==> src/rtl/rx_conv_flags_defs.vh <==
// register offsets, field positions and reset values of the receiver and rate converter flag block
// assumes a serial control port decoder that hands over 7-bit addresses and byte strobes
//
// Overview of operation
// preamble byte reads zero unless non-PCM detected
// subframe non-PCM: byte carries channel B high byte
// bit 7 mirrors received validity bit
// emphasis flag follows state, interrupts on change
// non-PCM flag interrupts on change or type change
// burst preamble flag interrupts on change only
// CRC failure sticky until receiver register read
// input-absent flag interrupts on change only
// line-code error sticky until register read
// lock flag follows PLL, interrupts on change
// per-bit receiver mask, one enables interrupt
// clock-shortfall flag shows converter clock too slow
// left clip sticky until converter register read
// right clip sticky until converter register read
// mute hint follows fast mode, interrupts on change
// host may mute output during fast mode
// receiver summary sticky until status register read
// converter summary sticky until status register read
// converter mask bits enable clip and hint
// reserved bits zero, read-only writes ignored
`ifndef RX_CONV_FLAGS_DEFS_VH
`define RX_CONV_FLAGS_DEFS_VH

// ----------------------------------------
// register offsets (7-bit control port addresses)
// ----------------------------------------
`define ADDR_BURST_SECOND_PREAMBLE_LOW 7'h17
`define ADDR_RECEIVER_ERROR_FLAGS 7'h18
`define ADDR_RECEIVER_ERROR_IRQ_ENABLE 7'h19
`define ADDR_RATE_CONVERTER_ERROR_FLAGS 7'h1a
`define ADDR_RATE_CONVERTER_IRQ_ENABLE 7'h1b

// ----------------------------------------
// receiver error flag positions
// ----------------------------------------
`define RX_BIT_VALID 7
`define RX_BIT_EMPHASIS 6
`define RX_BIT_NONPCM 5
`define RX_BIT_BURST 4
`define RX_BIT_CRC 3
`define RX_BIT_ABSENT 2
`define RX_BIT_LINECODE 1
`define RX_BIT_LOCK 0

// ----------------------------------------
// rate converter error flag positions
// ----------------------------------------
`define CV_BIT_SHORT 3
`define CV_BIT_LEFT 2
`define CV_BIT_RIGHT 1
`define CV_BIT_HINT 0
`define CV_USED_MASK 8'h0f
`define CV_IRQ_MASK 8'h07

// ----------------------------------------
// reset values
// ----------------------------------------
`define RESET_RX_IRQ_ENABLE 8'h00
`define RESET_CV_IRQ_ENABLE 8'h00
`define RESET_READ_DATA 8'h00

`endif

==> src/rtl/flag_cell.v <==
// one status flag: either sticky until read, or a state with a change-pending bit
// assumes raw is synchronous to core_clk; clear is a one-cycle read strobe
`timescale 1ns/1ps
`default_nettype none

module flag_cell #(
	parameter STICKY = 1'b0
) (
	input wire core_clk,
	input wire rst_b,
	input wire raw,
	input wire extra_change,
	input wire clear,
	output reg value,
	output wire irq
);

	reg pending;

	// ----------------------------------------
	// flag storage
	// ----------------------------------------
	// set beats clear in both modes so an event in the read cycle survives
	always @(posedge core_clk) begin
		if (!rst_b) begin
			value <= 1'b0;
			pending <= 1'b0;
		end else if (STICKY) begin
			if (raw) begin
				value <= 1'b1;
			end else if (clear) begin
				value <= 1'b0;
			end
			pending <= 1'b0;
		end else begin
			value <= raw;
			if ((raw != value) || extra_change) begin
				pending <= 1'b1;
			end else if (clear) begin
				pending <= 1'b0;
			end
		end
	end

	// sticky flags interrupt while set, state flags only while a change is unread
	assign irq = STICKY ? value : pending;

endmodule // flag_cell

`default_nettype wire

==> src/rtl/rx_and_rate_conv_error_flags.v <==
// receiver and rate converter error flags, their interrupt masks and the burst preamble byte
// assumes the serial control port decoder delivers one-cycle read and write strobes on core_clk
// and that all status inputs are already synchronous to core_clk
`timescale 1ns/1ps
`default_nettype none
`include "rx_conv_flags_defs.vh"

module rx_and_rate_conv_error_flags (
	input wire core_clk,
	input wire rst_b,
	// register access from the control port
	input wire [6:0] reg_addr,
	input wire reg_rd,
	input wire reg_wr,
	input wire [7:0] reg_wdata,
	output reg [7:0] reg_rdata,
	// top-level interrupt status register was read
	input wire int_status_read,
	// receiver status
	input wire rx_valid_flag,
	input wire emphasis_on,
	input wire nonpcm_cs_bit1,
	input wire nonpcm_type_change,
	input wire burst_preamble_seen,
	input wire cs_crc_fail,
	input wire input_absent,
	input wire line_code_error,
	input wire pll_locked,
	// burst preamble words
	input wire nonpcm_detected,
	input wire subframe_nonpcm,
	input wire [15:0] second_preamble,
	input wire [15:0] chan_b_first_preamble,
	// rate converter status
	input wire conv_clock_short,
	input wire left_clip,
	input wire right_clip,
	input wire fast_track_mute_hint,
	// interrupt outputs
	output wire rx_irq,
	output wire rate_conv_irq,
	output reg rx_fault_summary,
	output reg rate_conv_fault_summary
);

	// ----------------------------------------
	// address decoding helper
	// ----------------------------------------
	// shared by the read mux, the read-clear strobes and the write decode
	function addr_hit;
		input [6:0] addr;
		input [6:0] target;
		begin
			addr_hit = (addr == target);
		end
	endfunction

	reg [7:0] rx_irq_enable;
	reg [7:0] cv_irq_enable;
	reg [7:0] next_rdata;
	wire rx_read_clear;
	wire cv_read_clear;
	wire [7:0] rx_flags;
	wire [7:0] rx_pend;
	wire [3:0] cv_flags;
	wire [3:0] cv_pend;
	wire [7:0] cv_flags_word;
	wire [7:0] cv_pend_word;
	wire [7:0] preamble_byte;

	// ----------------------------------------
	// read-clear strobes
	// ----------------------------------------
	// a read of a flag register clears its sticky flags and unread changes
	assign rx_read_clear = reg_rd && addr_hit(reg_addr, `ADDR_RECEIVER_ERROR_FLAGS);
	assign cv_read_clear = reg_rd && addr_hit(reg_addr, `ADDR_RATE_CONVERTER_ERROR_FLAGS);

	// ----------------------------------------
	// receiver error flags
	// ----------------------------------------
	// validity mirrors the stream; its change is what can interrupt
	flag_cell #(.STICKY(1'b0)) u_rx_valid (
		.core_clk(core_clk),
		.rst_b(rst_b),
		.raw(rx_valid_flag),
		.extra_change(1'b0),
		.clear(rx_read_clear),
		.value(rx_flags[`RX_BIT_VALID]),
		.irq(rx_pend[`RX_BIT_VALID])
	);

	// emphasis holds its state after a read
	flag_cell #(.STICKY(1'b0)) u_rx_emphasis (
		.core_clk(core_clk),
		.rst_b(rst_b),
		.raw(emphasis_on),
		.extra_change(1'b0),
		.clear(rx_read_clear),
		.value(rx_flags[`RX_BIT_EMPHASIS]),
		.irq(rx_pend[`RX_BIT_EMPHASIS])
	);

	// a new non-PCM type counts as a change even if the bit stays high
	flag_cell #(.STICKY(1'b0)) u_rx_nonpcm (
		.core_clk(core_clk),
		.rst_b(rst_b),
		.raw(nonpcm_cs_bit1),
		.extra_change(nonpcm_type_change),
		.clear(rx_read_clear),
		.value(rx_flags[`RX_BIT_NONPCM]),
		.irq(rx_pend[`RX_BIT_NONPCM])
	);

	// preamble kind itself lives in another register
	flag_cell #(.STICKY(1'b0)) u_rx_burst (
		.core_clk(core_clk),
		.rst_b(rst_b),
		.raw(burst_preamble_seen),
		.extra_change(1'b0),
		.clear(rx_read_clear),
		.value(rx_flags[`RX_BIT_BURST]),
		.irq(rx_pend[`RX_BIT_BURST])
	);

	// crc failure is an event, so it is latched
	flag_cell #(.STICKY(1'b1)) u_rx_crc (
		.core_clk(core_clk),
		.rst_b(rst_b),
		.raw(cs_crc_fail),
		.extra_change(1'b0),
		.clear(rx_read_clear),
		.value(rx_flags[`RX_BIT_CRC]),
		.irq(rx_pend[`RX_BIT_CRC])
	);

	// stream absence is a level
	flag_cell #(.STICKY(1'b0)) u_rx_absent (
		.core_clk(core_clk),
		.rst_b(rst_b),
		.raw(input_absent),
		.extra_change(1'b0),
		.clear(rx_read_clear),
		.value(rx_flags[`RX_BIT_ABSENT]),
		.irq(rx_pend[`RX_BIT_ABSENT])
	);

	// biphase or parity errors latch until read
	flag_cell #(.STICKY(1'b1)) u_rx_linecode (
		.core_clk(core_clk),
		.rst_b(rst_b),
		.raw(line_code_error),
		.extra_change(1'b0),
		.clear(rx_read_clear),
		.value(rx_flags[`RX_BIT_LINECODE]),
		.irq(rx_pend[`RX_BIT_LINECODE])
	);

	// lock follows the pll both ways
	flag_cell #(.STICKY(1'b0)) u_rx_lock (
		.core_clk(core_clk),
		.rst_b(rst_b),
		.raw(pll_locked),
		.extra_change(1'b0),
		.clear(rx_read_clear),
		.value(rx_flags[`RX_BIT_LOCK]),
		.irq(rx_pend[`RX_BIT_LOCK])
	);

	// ----------------------------------------
	// rate converter error flags
	// ----------------------------------------
	// clock shortfall has no mask bit, so it is visible but never interrupts
	flag_cell #(.STICKY(1'b0)) u_cv_short (
		.core_clk(core_clk),
		.rst_b(rst_b),
		.raw(conv_clock_short),
		.extra_change(1'b0),
		.clear(cv_read_clear),
		.value(cv_flags[`CV_BIT_SHORT]),
		.irq(cv_pend[`CV_BIT_SHORT])
	);

	// left output clipping latches until read
	flag_cell #(.STICKY(1'b1)) u_cv_left (
		.core_clk(core_clk),
		.rst_b(rst_b),
		.raw(left_clip),
		.extra_change(1'b0),
		.clear(cv_read_clear),
		.value(cv_flags[`CV_BIT_LEFT]),
		.irq(cv_pend[`CV_BIT_LEFT])
	);

	// right output clipping latches until read
	flag_cell #(.STICKY(1'b1)) u_cv_right (
		.core_clk(core_clk),
		.rst_b(rst_b),
		.raw(right_clip),
		.extra_change(1'b0),
		.clear(cv_read_clear),
		.value(cv_flags[`CV_BIT_RIGHT]),
		.irq(cv_pend[`CV_BIT_RIGHT])
	);

	// hint stays up for the whole fast phase; host may mute meanwhile
	flag_cell #(.STICKY(1'b0)) u_cv_hint (
		.core_clk(core_clk),
		.rst_b(rst_b),
		.raw(fast_track_mute_hint),
		.extra_change(1'b0),
		.clear(cv_read_clear),
		.value(cv_flags[`CV_BIT_HINT]),
		.irq(cv_pend[`CV_BIT_HINT])
	);

	// reserved upper bits are forced to zero
	assign cv_flags_word = {4'h0, cv_flags} & `CV_USED_MASK;
	assign cv_pend_word = {4'h0, cv_pend};

	// ----------------------------------------
	// interrupt gating
	// ----------------------------------------
	// only mask bits with a flag behind them can pass anything
	assign rx_irq = |(rx_pend & rx_irq_enable);
	assign rate_conv_irq = |(cv_pend_word & cv_irq_enable & `CV_IRQ_MASK);

	// summary bits: set wins over the status register read
	always @(posedge core_clk) begin
		if (!rst_b) begin
			rx_fault_summary <= 1'b0;
			rate_conv_fault_summary <= 1'b0;
		end else begin
			if (rx_irq) begin
				rx_fault_summary <= 1'b1;
			end else if (int_status_read) begin
				rx_fault_summary <= 1'b0;
			end
			if (rate_conv_irq) begin
				rate_conv_fault_summary <= 1'b1;
			end else if (int_status_read) begin
				rate_conv_fault_summary <= 1'b0;
			end
		end
	end

	// ----------------------------------------
	// burst preamble byte
	// ----------------------------------------
	// the same byte carries channel B data in per-subframe mode
	assign preamble_byte = !nonpcm_detected ? 8'h00 :
		subframe_nonpcm ? chan_b_first_preamble[15:8] :
		second_preamble[7:0];

	// ----------------------------------------
	// mask registers
	// ----------------------------------------
	// writes to flag and preamble addresses fall through and change nothing
	always @(posedge core_clk) begin
		if (!rst_b) begin
			rx_irq_enable <= `RESET_RX_IRQ_ENABLE;
			cv_irq_enable <= `RESET_CV_IRQ_ENABLE;
		end else if (reg_wr) begin
			if (addr_hit(reg_addr, `ADDR_RECEIVER_ERROR_IRQ_ENABLE)) begin
				rx_irq_enable <= reg_wdata;
			end else if (addr_hit(reg_addr, `ADDR_RATE_CONVERTER_IRQ_ENABLE)) begin
				cv_irq_enable <= reg_wdata & `CV_IRQ_MASK;
			end
		end
	end

	// ----------------------------------------
	// read data
	// ----------------------------------------
	// flag words are sampled before this edge's clear takes effect
	always @* begin
		next_rdata = `RESET_READ_DATA;
		if (addr_hit(reg_addr, `ADDR_BURST_SECOND_PREAMBLE_LOW)) begin
			next_rdata = preamble_byte;
		end else if (addr_hit(reg_addr, `ADDR_RECEIVER_ERROR_FLAGS)) begin
			next_rdata = rx_flags;
		end else if (addr_hit(reg_addr, `ADDR_RECEIVER_ERROR_IRQ_ENABLE)) begin
			next_rdata = rx_irq_enable;
		end else if (addr_hit(reg_addr, `ADDR_RATE_CONVERTER_ERROR_FLAGS)) begin
			next_rdata = cv_flags_word;
		end else if (addr_hit(reg_addr, `ADDR_RATE_CONVERTER_IRQ_ENABLE)) begin
			next_rdata = cv_irq_enable;
		end else begin
			next_rdata = `RESET_READ_DATA; // unmapped reads as zero
		end
	end

	// read data holds until the next read so a slow shifter can take it
	always @(posedge core_clk) begin
		if (!rst_b) begin
			reg_rdata <= `RESET_READ_DATA;
		end else if (reg_rd) begin
			reg_rdata <= next_rdata;
		end
	end

endmodule // rx_and_rate_conv_error_flags

`default_nettype wire

==> config.mk <==
export PLATFORM = sky130hd
export DESIGN_NAME = rx_and_rate_conv_error_flags
export DESIGN_NICKNAME = d
export VERILOG_FILES = /design/src/rtl/flag_cell.v /design/src/rtl/rx_and_rate_conv_error_flags.v
export VERILOG_INCLUDE_DIRS = /design/src /design/src/rtl
export SDC_FILE = /design/constraint.sdc
export NUM_CORES = 1
export LEC_CHECK = 0
export BUFFER_PORTS_ARGS = -buffer_cell sky130_fd_sc_hd__buf_2
export CAP_MARGIN = 20
export CORE_AREA = 5 5 75 77
export CTS_CLUSTER_DIAMETER = 150
export DETAILED_ROUTE_END_ITERATION = 10
export DIE_AREA = 0 0 80 82
export PLACE_DENSITY = 0.73
export SLEW_MARGIN = 25
export SYNTH_ARGS = -nofsm -noshare
export SYNTH_HDL_FRONTEND = slang
export SYNTH_HIERARCHICAL = 1
export SYNTH_SLANG_ARGS = --single-unit
export TNS_END_PERCENT = 30
==> constraint.sdc <==
create_clock -name core_clk -period 2.4 [get_ports core_clk]
set_input_delay 0.12 -clock core_clk [delete_from_list [all_inputs] [get_ports core_clk]]
set_output_delay 0.12 -clock core_clk [all_outputs]
set_load 0.01 [all_outputs]
## Yosys cells after proc, flatten, opt, wreduce, memory -nomap -nowiden

Cells that the tools add are included.

- Logic and storage cells: 82
- Register bits: 40
- Output and inout port bits: 12
- Bits of input ports: 67

- Equality and inequality tests: 12
- Mux-type cells: 23
- Bitwise operators: 3
- Reductions and logical operators: 20

Operator list:

| kind | count |
|---|---|
| 8-bit two-way mux | 5 |
| 7-bit by 5-bit == test with 1-bit output, second input constant | 5 |
| 2-bit nonzero test | 13 |
| 1-bit two-way mux | 16 |
| 8-bit bitwise AND | 1 |
| 8-bit OR reduction | 1 |
| 1-bit != test | 7 |
| 4-bit two-way mux | 1 |
| 3-bit bitwise AND | 1 |
| 3-bit two-way mux | 1 |
| 3-bit AND reduction | 1 |
| 3-bit OR reduction | 1 |
| 1-bit logical AND | 2 |
| 2-bit AND reduction | 1 |
| 1-bit logical OR | 1 |
| 1-bit inverter | 1 |

## Depth between registers and ports, before layout

Gate-level depths: netlist of run 1.

- Word-level depth: 6
- Mapped depth: 7
- Depth with buffers taken out: 5

## By module

The synthesis of run 1 kept the hierarchy.

Modules (own cells, without submodules):

| module | cells each | times used | area each (um^2) | seq. area each (um^2) |
|---|---|---|---|---|
| rx_and_rate_conv_error_flags | 138 | 1 | 1247.4 | 420.4 |
| flag_cell (u_cv_hint ...) | 6 | 8 | 70.1 | 40.0 |
| flag_cell (u_cv_left ...) | 4 | 4 | 48.8 | 20.0 |

## Worst setup path before layout of run 1

Ideal clock, no wire load.

- Path type: input-to-reg
- Start point: in reg_addr[1]
- End point: reg u_rx_lock.pending, in the netlist u_rx_lock/irq
- Setup time: 0.120 ns
- Data required time: 2.280 ns
- Data arrival time: 2.272 ns
- Cell stages on the path: 6
- Slack: 0.009 ns
- Path buffers: 2
- Path through: buf_6 or3b_1 buf_6 nor4b_1 nor2b_1 o31a_1

- Longest elaborated chain between the ends: 3

RTL lines:

| item | line | source |
|---|---|---|
| from (decl) | rx_and_rate_conv_error_flags.v:12 | `input wire [6:0] reg_addr,` |
| 7-bit by 5-bit == test with 1-bit output | rx_and_rate_conv_error_flags.v:54 | `addr_hit = (addr == target);` |
| 1-bit logical AND | rx_and_rate_conv_error_flags.v:75 | `` assign rx_read_clear = reg_rd && addr_hit(reg_addr, `ADDR_RECEIVER_ERROR_FLAGS); `` |
| via rx_read_clear | rx_and_rate_conv_error_flags.v:61 | `wire rx_read_clear;` |
| 2-bit nonzero test (no source line) | n/a |  |
| to (signal assigned) | flag_cell.v:34 | `pending <= 1'b0;` |
| to (signal assigned) | flag_cell.v:38 | `pending <= 1'b1;` |
| to (signal assigned) | flag_cell.v:40 | `pending <= 1'b0;` |
| to (decl) | flag_cell.v:18 | `reg pending;` |

The timed path passes the listed nets, and every way through them passes these cells.
A chain may end at the register's enable or synchronous reset.

## Worst setup path in the final report of run 1

- Start point: in reg_addr[5]
- End point: reg u_cv_hint.pending, in the netlist u_cv_hint/irq

- Longest elaborated chain between the ends: 3

RTL lines:

| item | line | source |
|---|---|---|
| 7-bit by 5-bit == test with 1-bit output | rx_and_rate_conv_error_flags.v:54 |  |
| 1-bit logical AND | rx_and_rate_conv_error_flags.v:76 | `` assign cv_read_clear = reg_rd && addr_hit(reg_addr, `ADDR_RATE_CONVERTER_ERROR_FLAGS); `` |
| via cv_read_clear | rx_and_rate_conv_error_flags.v:62 | `wire cv_read_clear;` |
| 2-bit nonzero test (no source line) | n/a |  |
| to (signal assigned) | flag_cell.v:34 |  |
| to (signal assigned) | flag_cell.v:38 |  |
| to (signal assigned) | flag_cell.v:40 |  |
| to (decl) | flag_cell.v:18 |  |

The timed path passes the listed nets, and every way through them passes these cells.

==> qor.yml, run 1 <==
diodes: 0
clkTransAtPathRegs_ns: 0.07
netlist_area_sq_um: 1960
wire_per_inst_microns: 12.9
final_util_pct: 48.3
grt_first_pass_wirelength_microns: 6860
finalHoldViolCount: 0
r2r_slack_ns: 1.30
endpoint_kind: "flop"
critical_path_arrival_ns: 1.74
grt.overflow.total: 0
io_pins: 79
cts_buffers: 5
setup_viol: 0
clk-insertion-delay-late_ns: 0.28
path_cells: "buf_2 -> or3b_1 -> nor3b_4 -> and4b_1 -> nor2b_1 -> o31a_1"
whs_ns: 0.0287
clock_sinks: 40
power.density_nw_per_um2: 549
power_mw: 1.31
ctsResizeCount: 0
crit_path_max_incr_delay_ns: 0.57
drtPass1Iterations: 4
path_max_fanout: 8
slew_headroom_pct: 47.4
antenna_found_initial: 0
grtUsageTotal_pct: 13.2
drc: 0
place_inst: 322
synthCells: 198
slew_viol_final: 0
holdPathEnd: "u_cv_short/value$_SDFF_PN0_"
cpMaxStageDelayCell: "or3b_1"
grt_max_degree: 52
cts-root-buf: "clkbuf_8"
wl_microns: 4240
min_delay_path_depth: 2
start_kind: "primary input"
p_leak_nw: 1.06
drive_gt1_share_pct: 33.8
postRouteAntennaNets: 0
grt_pass1_vias: 1539
place_congestion: 0.747
die_height_microns: 82
vias: 1589
ys_warn_count: 6
max-vdd-ir-drop_v: 0.000253
die_x_microns: 80
core-area_sq_um: 4940
critPathKind: "in2reg"
rsz0062_at_grt: "false"
nets: 326
dieArea_sq_um: 6560
area_growth_pct: 21.9
max_freq_mhz: 642
crit_required_ns: 2.58
instances_no_fill: 330
hold_buffers: 0
portBuffers: 62
start_util_pct: 39.6
post-cts-setup-buffer-count: 0
r2r_start: "u_rx_linecode/irq$_SDFFE_PN0P_"
tns_ns: 0
top_regs: "reg_rdata: 8 flops, rx_irq_enable: 8 flops, cv_irq_enable: 3 flops"
post-route-period-util_pct: 64.9
hp-start: "conv_clock_short"
nFillCells: 507
hold_path_class: "in2reg"
rr_worst_depth: 3
maxCapViolCount: 0
fin_skew_ns: 0.00518
rows: 26
hpwlAfterDp_microns: 3270
routed_via_density: 4.82
ctsHtreeMaxLevel: 2
cts_buffer_depth: 2
r2r-end: "reg_rdata[1]$_SDFFE_PN0P_"
cts_tree: "built"
finalCriticalPeriod_ns: 1.56
first_iter_violations: 56
syn_avg_cell_area_sq_um: 9.90
worst_pin_slew_ns: 0.789
outcome: "completed"
==> placed cells by master, fill, tap and decap left out, drive strengths merged <==
master,instances
o22ai,1
conb,6
o21a,6
or3b,2
nand4,2
nor4b,1
and4b,1
o21ai,13
xor2,7
nor3b,1
nand3b,1
a22oi,6
o31a,7
clkbuf,8
nand2,19
nor3,6
a31oi,3
nor2b,16
mux4,3
buf,64
mux2i,8
dfxtp,40
a21boi,3
a21oi,9
mux2,8
and2,8
nand3,11
==> cell type report <==
class                   instances  area (sq um)  share of cell area, %
repair buffers                 64           325                   13.6
flip-flops and latches         40           801                   33.5
clock buffers                   8          90.1                   3.77
well taps                      70          87.6                   3.67
multi-input cells             148          1080                   45.4
==> worst max-delay path, delay by kind of cell <==
family	cells	cell delay, ns
AND/OR/NAND/NOR	4	1.25
buffers and inverters	1	0.09
AO/OA/AOI/OAI	1	0.27
==> metal layers <==
layer	share of wire, %	global-route usage, %	vias to the layer above	wire (microns)
met5	0	0	-	0
met4	0.59	2.03	0	25
met3	7.1	4.28	2	303
met2	46	22.2	49	1940
met1	46	17.0	714	1970
li1	-	-	824	-
==> metrics by stage <==
step | cell area [sq um] | worst slack, ns
finish | 2390 | 0.842
global route | 2390 | 0.777
CTS | 2390 | 0.836
detailed placement | 2300 | 0.531
global placement | 2300 | 0.540
floorplan | 1980 | 0.00859
==> how the worst max path moves through the flow <==
stage / from / to / slack [ns] / depth (start not counted)
2_1_floorplan: reg_addr[1] / u_rx_lock/irq$_SDFFE_PN0P_ / 0.009 / 6
4_1_cts: reg_addr[5] / u_cv_hint/irq$_SDFFE_PN0P_ / 0.84 / 6
3_3_place_gp: reg_addr[5] / u_cv_hint/irq$_SDFFE_PN0P_ / 0.54 / 6
5_1_grt: reg_addr[5] / u_cv_hint/irq$_SDFFE_PN0P_ / 0.78 / 6
3_5_place_dp: reg_addr[5] / u_cv_hint/irq$_SDFFE_PN0P_ / 0.53 / 6
6_report: reg_addr[5] / u_cv_hint/irq$_SDFFE_PN0P_ / 0.84 / 6
==> power by group <==
part           switching (mW)  internal [mW]
logic                  0.0717         0.0851
registers              0.0152          0.690
clock network           0.215          0.234
Note: power is estimated with default switching activity, not from simulation.
==> run 2, diff against run 1 <==
- ABC_AREA: default -> 1
- CORE_AREA: 5 5 75 77 -> 5 5 74 76
- DIE_AREA: 0 0 80 82 -> 0 0 79 81
- PLACE_DENSITY: 0.73 -> 0.78
- clock period: 2.4 -> 1.5 ns (I/O delays scaled with it)
==> run 2 against run 1 <==
Die area fell by 2.5%. Combinational power up 100%. Worst setup slack worse by 0.62 ns. Clock power grew 57%. Design area grew 15%. Power increased by 65%. Critical path depth fell by 2. Core utilization is 10 points higher. Flip-flop and latch count did not move. Via count is 36% higher. Critical endpoint is now rx_irq.
==> qor.yml, run 2 <==
io_pins: 79  # unchanged
cts_buffers: 5  # unchanged
final_util_pct: 58.8  # +10 points
ctsResizeCount: 0  # unchanged
core-area_sq_um: 4660  # -5.7%
cts_buffer_depth: 2  # unchanged
p_leak_nw: 1.44  # +35%
cts-root-buf: "clkbuf_8"
switching_share_pct: 27.0  # +4.0 points
grt_pass1_vias: 2008  # +30%
post-route-period-util_pct: 85.0
routed_via_density: 4.65  # -3.4%
hold_path_class: "in2reg"
rr_worst_depth: 5  # +2
drive_gt1_share_pct: 24.3  # -9.5 points
grt.overflow.total: 0  # unchanged
crit_required_ns: 1.42  # -1.16 ns
vias: 2163  # +36%
drtPass1Iterations: 5  # +1
rsz0062_at_grt: "false"
finalCriticalPeriod_ns: 1.27
pwr-share-clk_pct: 32.7  # -1.6 points
netlist_area_sq_um: 2210  # +13%
power_frac_seq_pct: 52.5  # -1.2 points
hpwlAfterDp_microns: 3740  # +15%
path_cells: "a22o_1 -> nor2_1 -> nand2_1 -> buf_2"
first_iter_violations: 97  # +73%
grt_first_pass_wirelength_microns: 8630  # +26%
ys_warn_count: 6  # unchanged
place_congestion: 0.779  # +4.2%
clock_sinks: 40  # unchanged
nFillCells: 449  # -11%
synthCells: 335  # +69%
top_regs: "reg_rdata: 8 flops, rx_irq_enable: 8 flops, cv_irq_enable: 3 flops"
ctsHtreeMaxLevel: 2  # unchanged
outcome: "completed"
min_delay_path_depth: 3  # +1
final_cell_mix: "79 x inv_1, 74 x nand2_1, 62 x buf_2"
endpoint_kind: "output port"
final_common_cell: "inv_1"
clk-insertion-delay-late_ns: 0.29  # about the same
start_kind: "flop"
power_switching_mw: 0.585  # +94%
nets: 477  # +46%
power.density_nw_per_um2: 791  # +44%
placement.setup.worst_slack_ns: 0.193  # -0.338 ns
rows: 25  # -3.8%
max_freq_mhz: 785
antenna_found_initial: 0  # unchanged
wl_microns: 4920  # +16%
cts_tree: "built"
grt_max_degree: 21  # -60%
drc: 0  # unchanged
slew_viol_final: 0  # unchanged
clkTransAtPathRegs_ns: 0.08  # about the same
critPathKind: "reg2out"
internal_power_mw: 1.58  # +57%
post-cts-setup-buffer-count: 0  # unchanged
crit_path_max_incr_delay_ns: 0.33  # -0.24 ns
grtUsageTotal_pct: 17.0  # +3.8 points
postRouteAntennaNets: 0  # unchanged
wire_per_inst_microns: 10.6  # -18%
finalHoldViolCount: 0  # unchanged
syn_avg_cell_area_sq_um: 6.59  # -33%
layout_setup_ws_ns: 0.226  # -0.617 ns
path_max_fanout: 2  # -6
maxCapViolCount: 0  # unchanged
area_growth_pct: 24.1
hold_buffers: 8  # +8
cpMaxStageDelayCell: "dfxtp_1"
die_height_microns: 81  # -1.2%
diodes: 0  # unchanged
max-vdd-ir-drop_v: 0.000399  # +58%
critical_path_arrival_ns: 1.20  # -0.54 ns
fin_skew_ns: 0.00437  # -0.000815 ns
start_util_pct: 47.4  # +7.7 points
setup_viol: 0  # unchanged
portBuffers: 62  # unchanged
tns_ns: 0  # unchanged
die_x_microns: 79  # -1.3%
dieArea_sq_um: 6400  # -2.5%
comb_power_share_pct: 14.8  # +2.8 points
run 2: cell count changes in the layout (fill, tap and decap cells not counted), moves of 9 or more:
cell,change
inv_1,+79
nand2_1,+55
nor2_1,+36
nor2b_1,-12
o21ai_0,+12
nand2_2,+9
nand3_1,+9
run 2: critical path: cells and delay by family, from the launching register on:
family                 cells  cell delay, ns
buffers and inverters      1            0.14
flip-flops                 1            0.33
AND/OR/NAND/NOR            2            0.20
AO/OA/AOI/OAI              1            0.24
run 2: area by class of cell:
type	instances	area (sq um)	area share, %
Clock buffer	5	68.8	2.51
Clock inverter	3	18.8	0.685
Inverter	80	300	11.0
Multi-Input combinational cell	209	1050	38.3
Sequential cell	40	801	29.2
Tap cell	54	67.6	2.47
Timing Repair Buffer	74	433	15.8
run 2: final timing paths:
check / slack [ns] / start / endpoint
worst max-delay path: 0.23 / u_rx_emphasis/irq$_SDFFE_PN0P_ / rx_irq
worst min register to register: 0.47 / cv_irq_enable[2]$_SDFFE_PN0P_ / cv_irq_enable[2]$_SDFFE_PN0P_
worst min-delay path: 0.01 / cs_crc_fail / u_rx_crc/irq$_SDFFE_PN0P_
worst max register to register: 0.53 / u_rx_emphasis/irq$_SDFFE_PN0P_ / rx_fault_summary$_SDFFE_PN0P_
run 2: layer usage:
| metal | GRT usage (%) | vias up | part of all wire, % |
|---|---|---|---|
| met4 | 8.08 | 0 | 2.5 |
| met2 | 27.9 | 74 | 45 |
| met5 | 0 | - | 0 |
| met1 | 21.4 | 918 | 45 |
| li1 | - | 1158 | - |
| met3 | 3.66 | 13 | 7.8 |
run 2: power by group through the flow:
stage	registers (mW)	logic [mW]	clock network [mW]
floorplan	1.16	0.186	0
global route	1.14	0.374	0.776
detailed placement	1.16	0.307	0
global placement	1.16	0.297	0
finish	1.14	0.321	0.708
CTS	1.14	0.324	0.734
run 2: per-stage QoR:
| step | area, sq um | cells | hold slack [ns] | power [mW] |
|---|---|---|---|---|
| finish | 2740 | 465 | 0.0111 | 2.17 |
| global route | 2740 | 465 | 0.00511 | 2.29 |
| CTS | 2740 | 465 | 0.00709 | 2.20 |
| detailed placement | 2570 | 449 | 0.268 | 1.47 |
| global placement | 2570 | 449 | 0.259 | 1.46 |
| floorplan | 2230 | 340 | 0.168 | 1.34 |
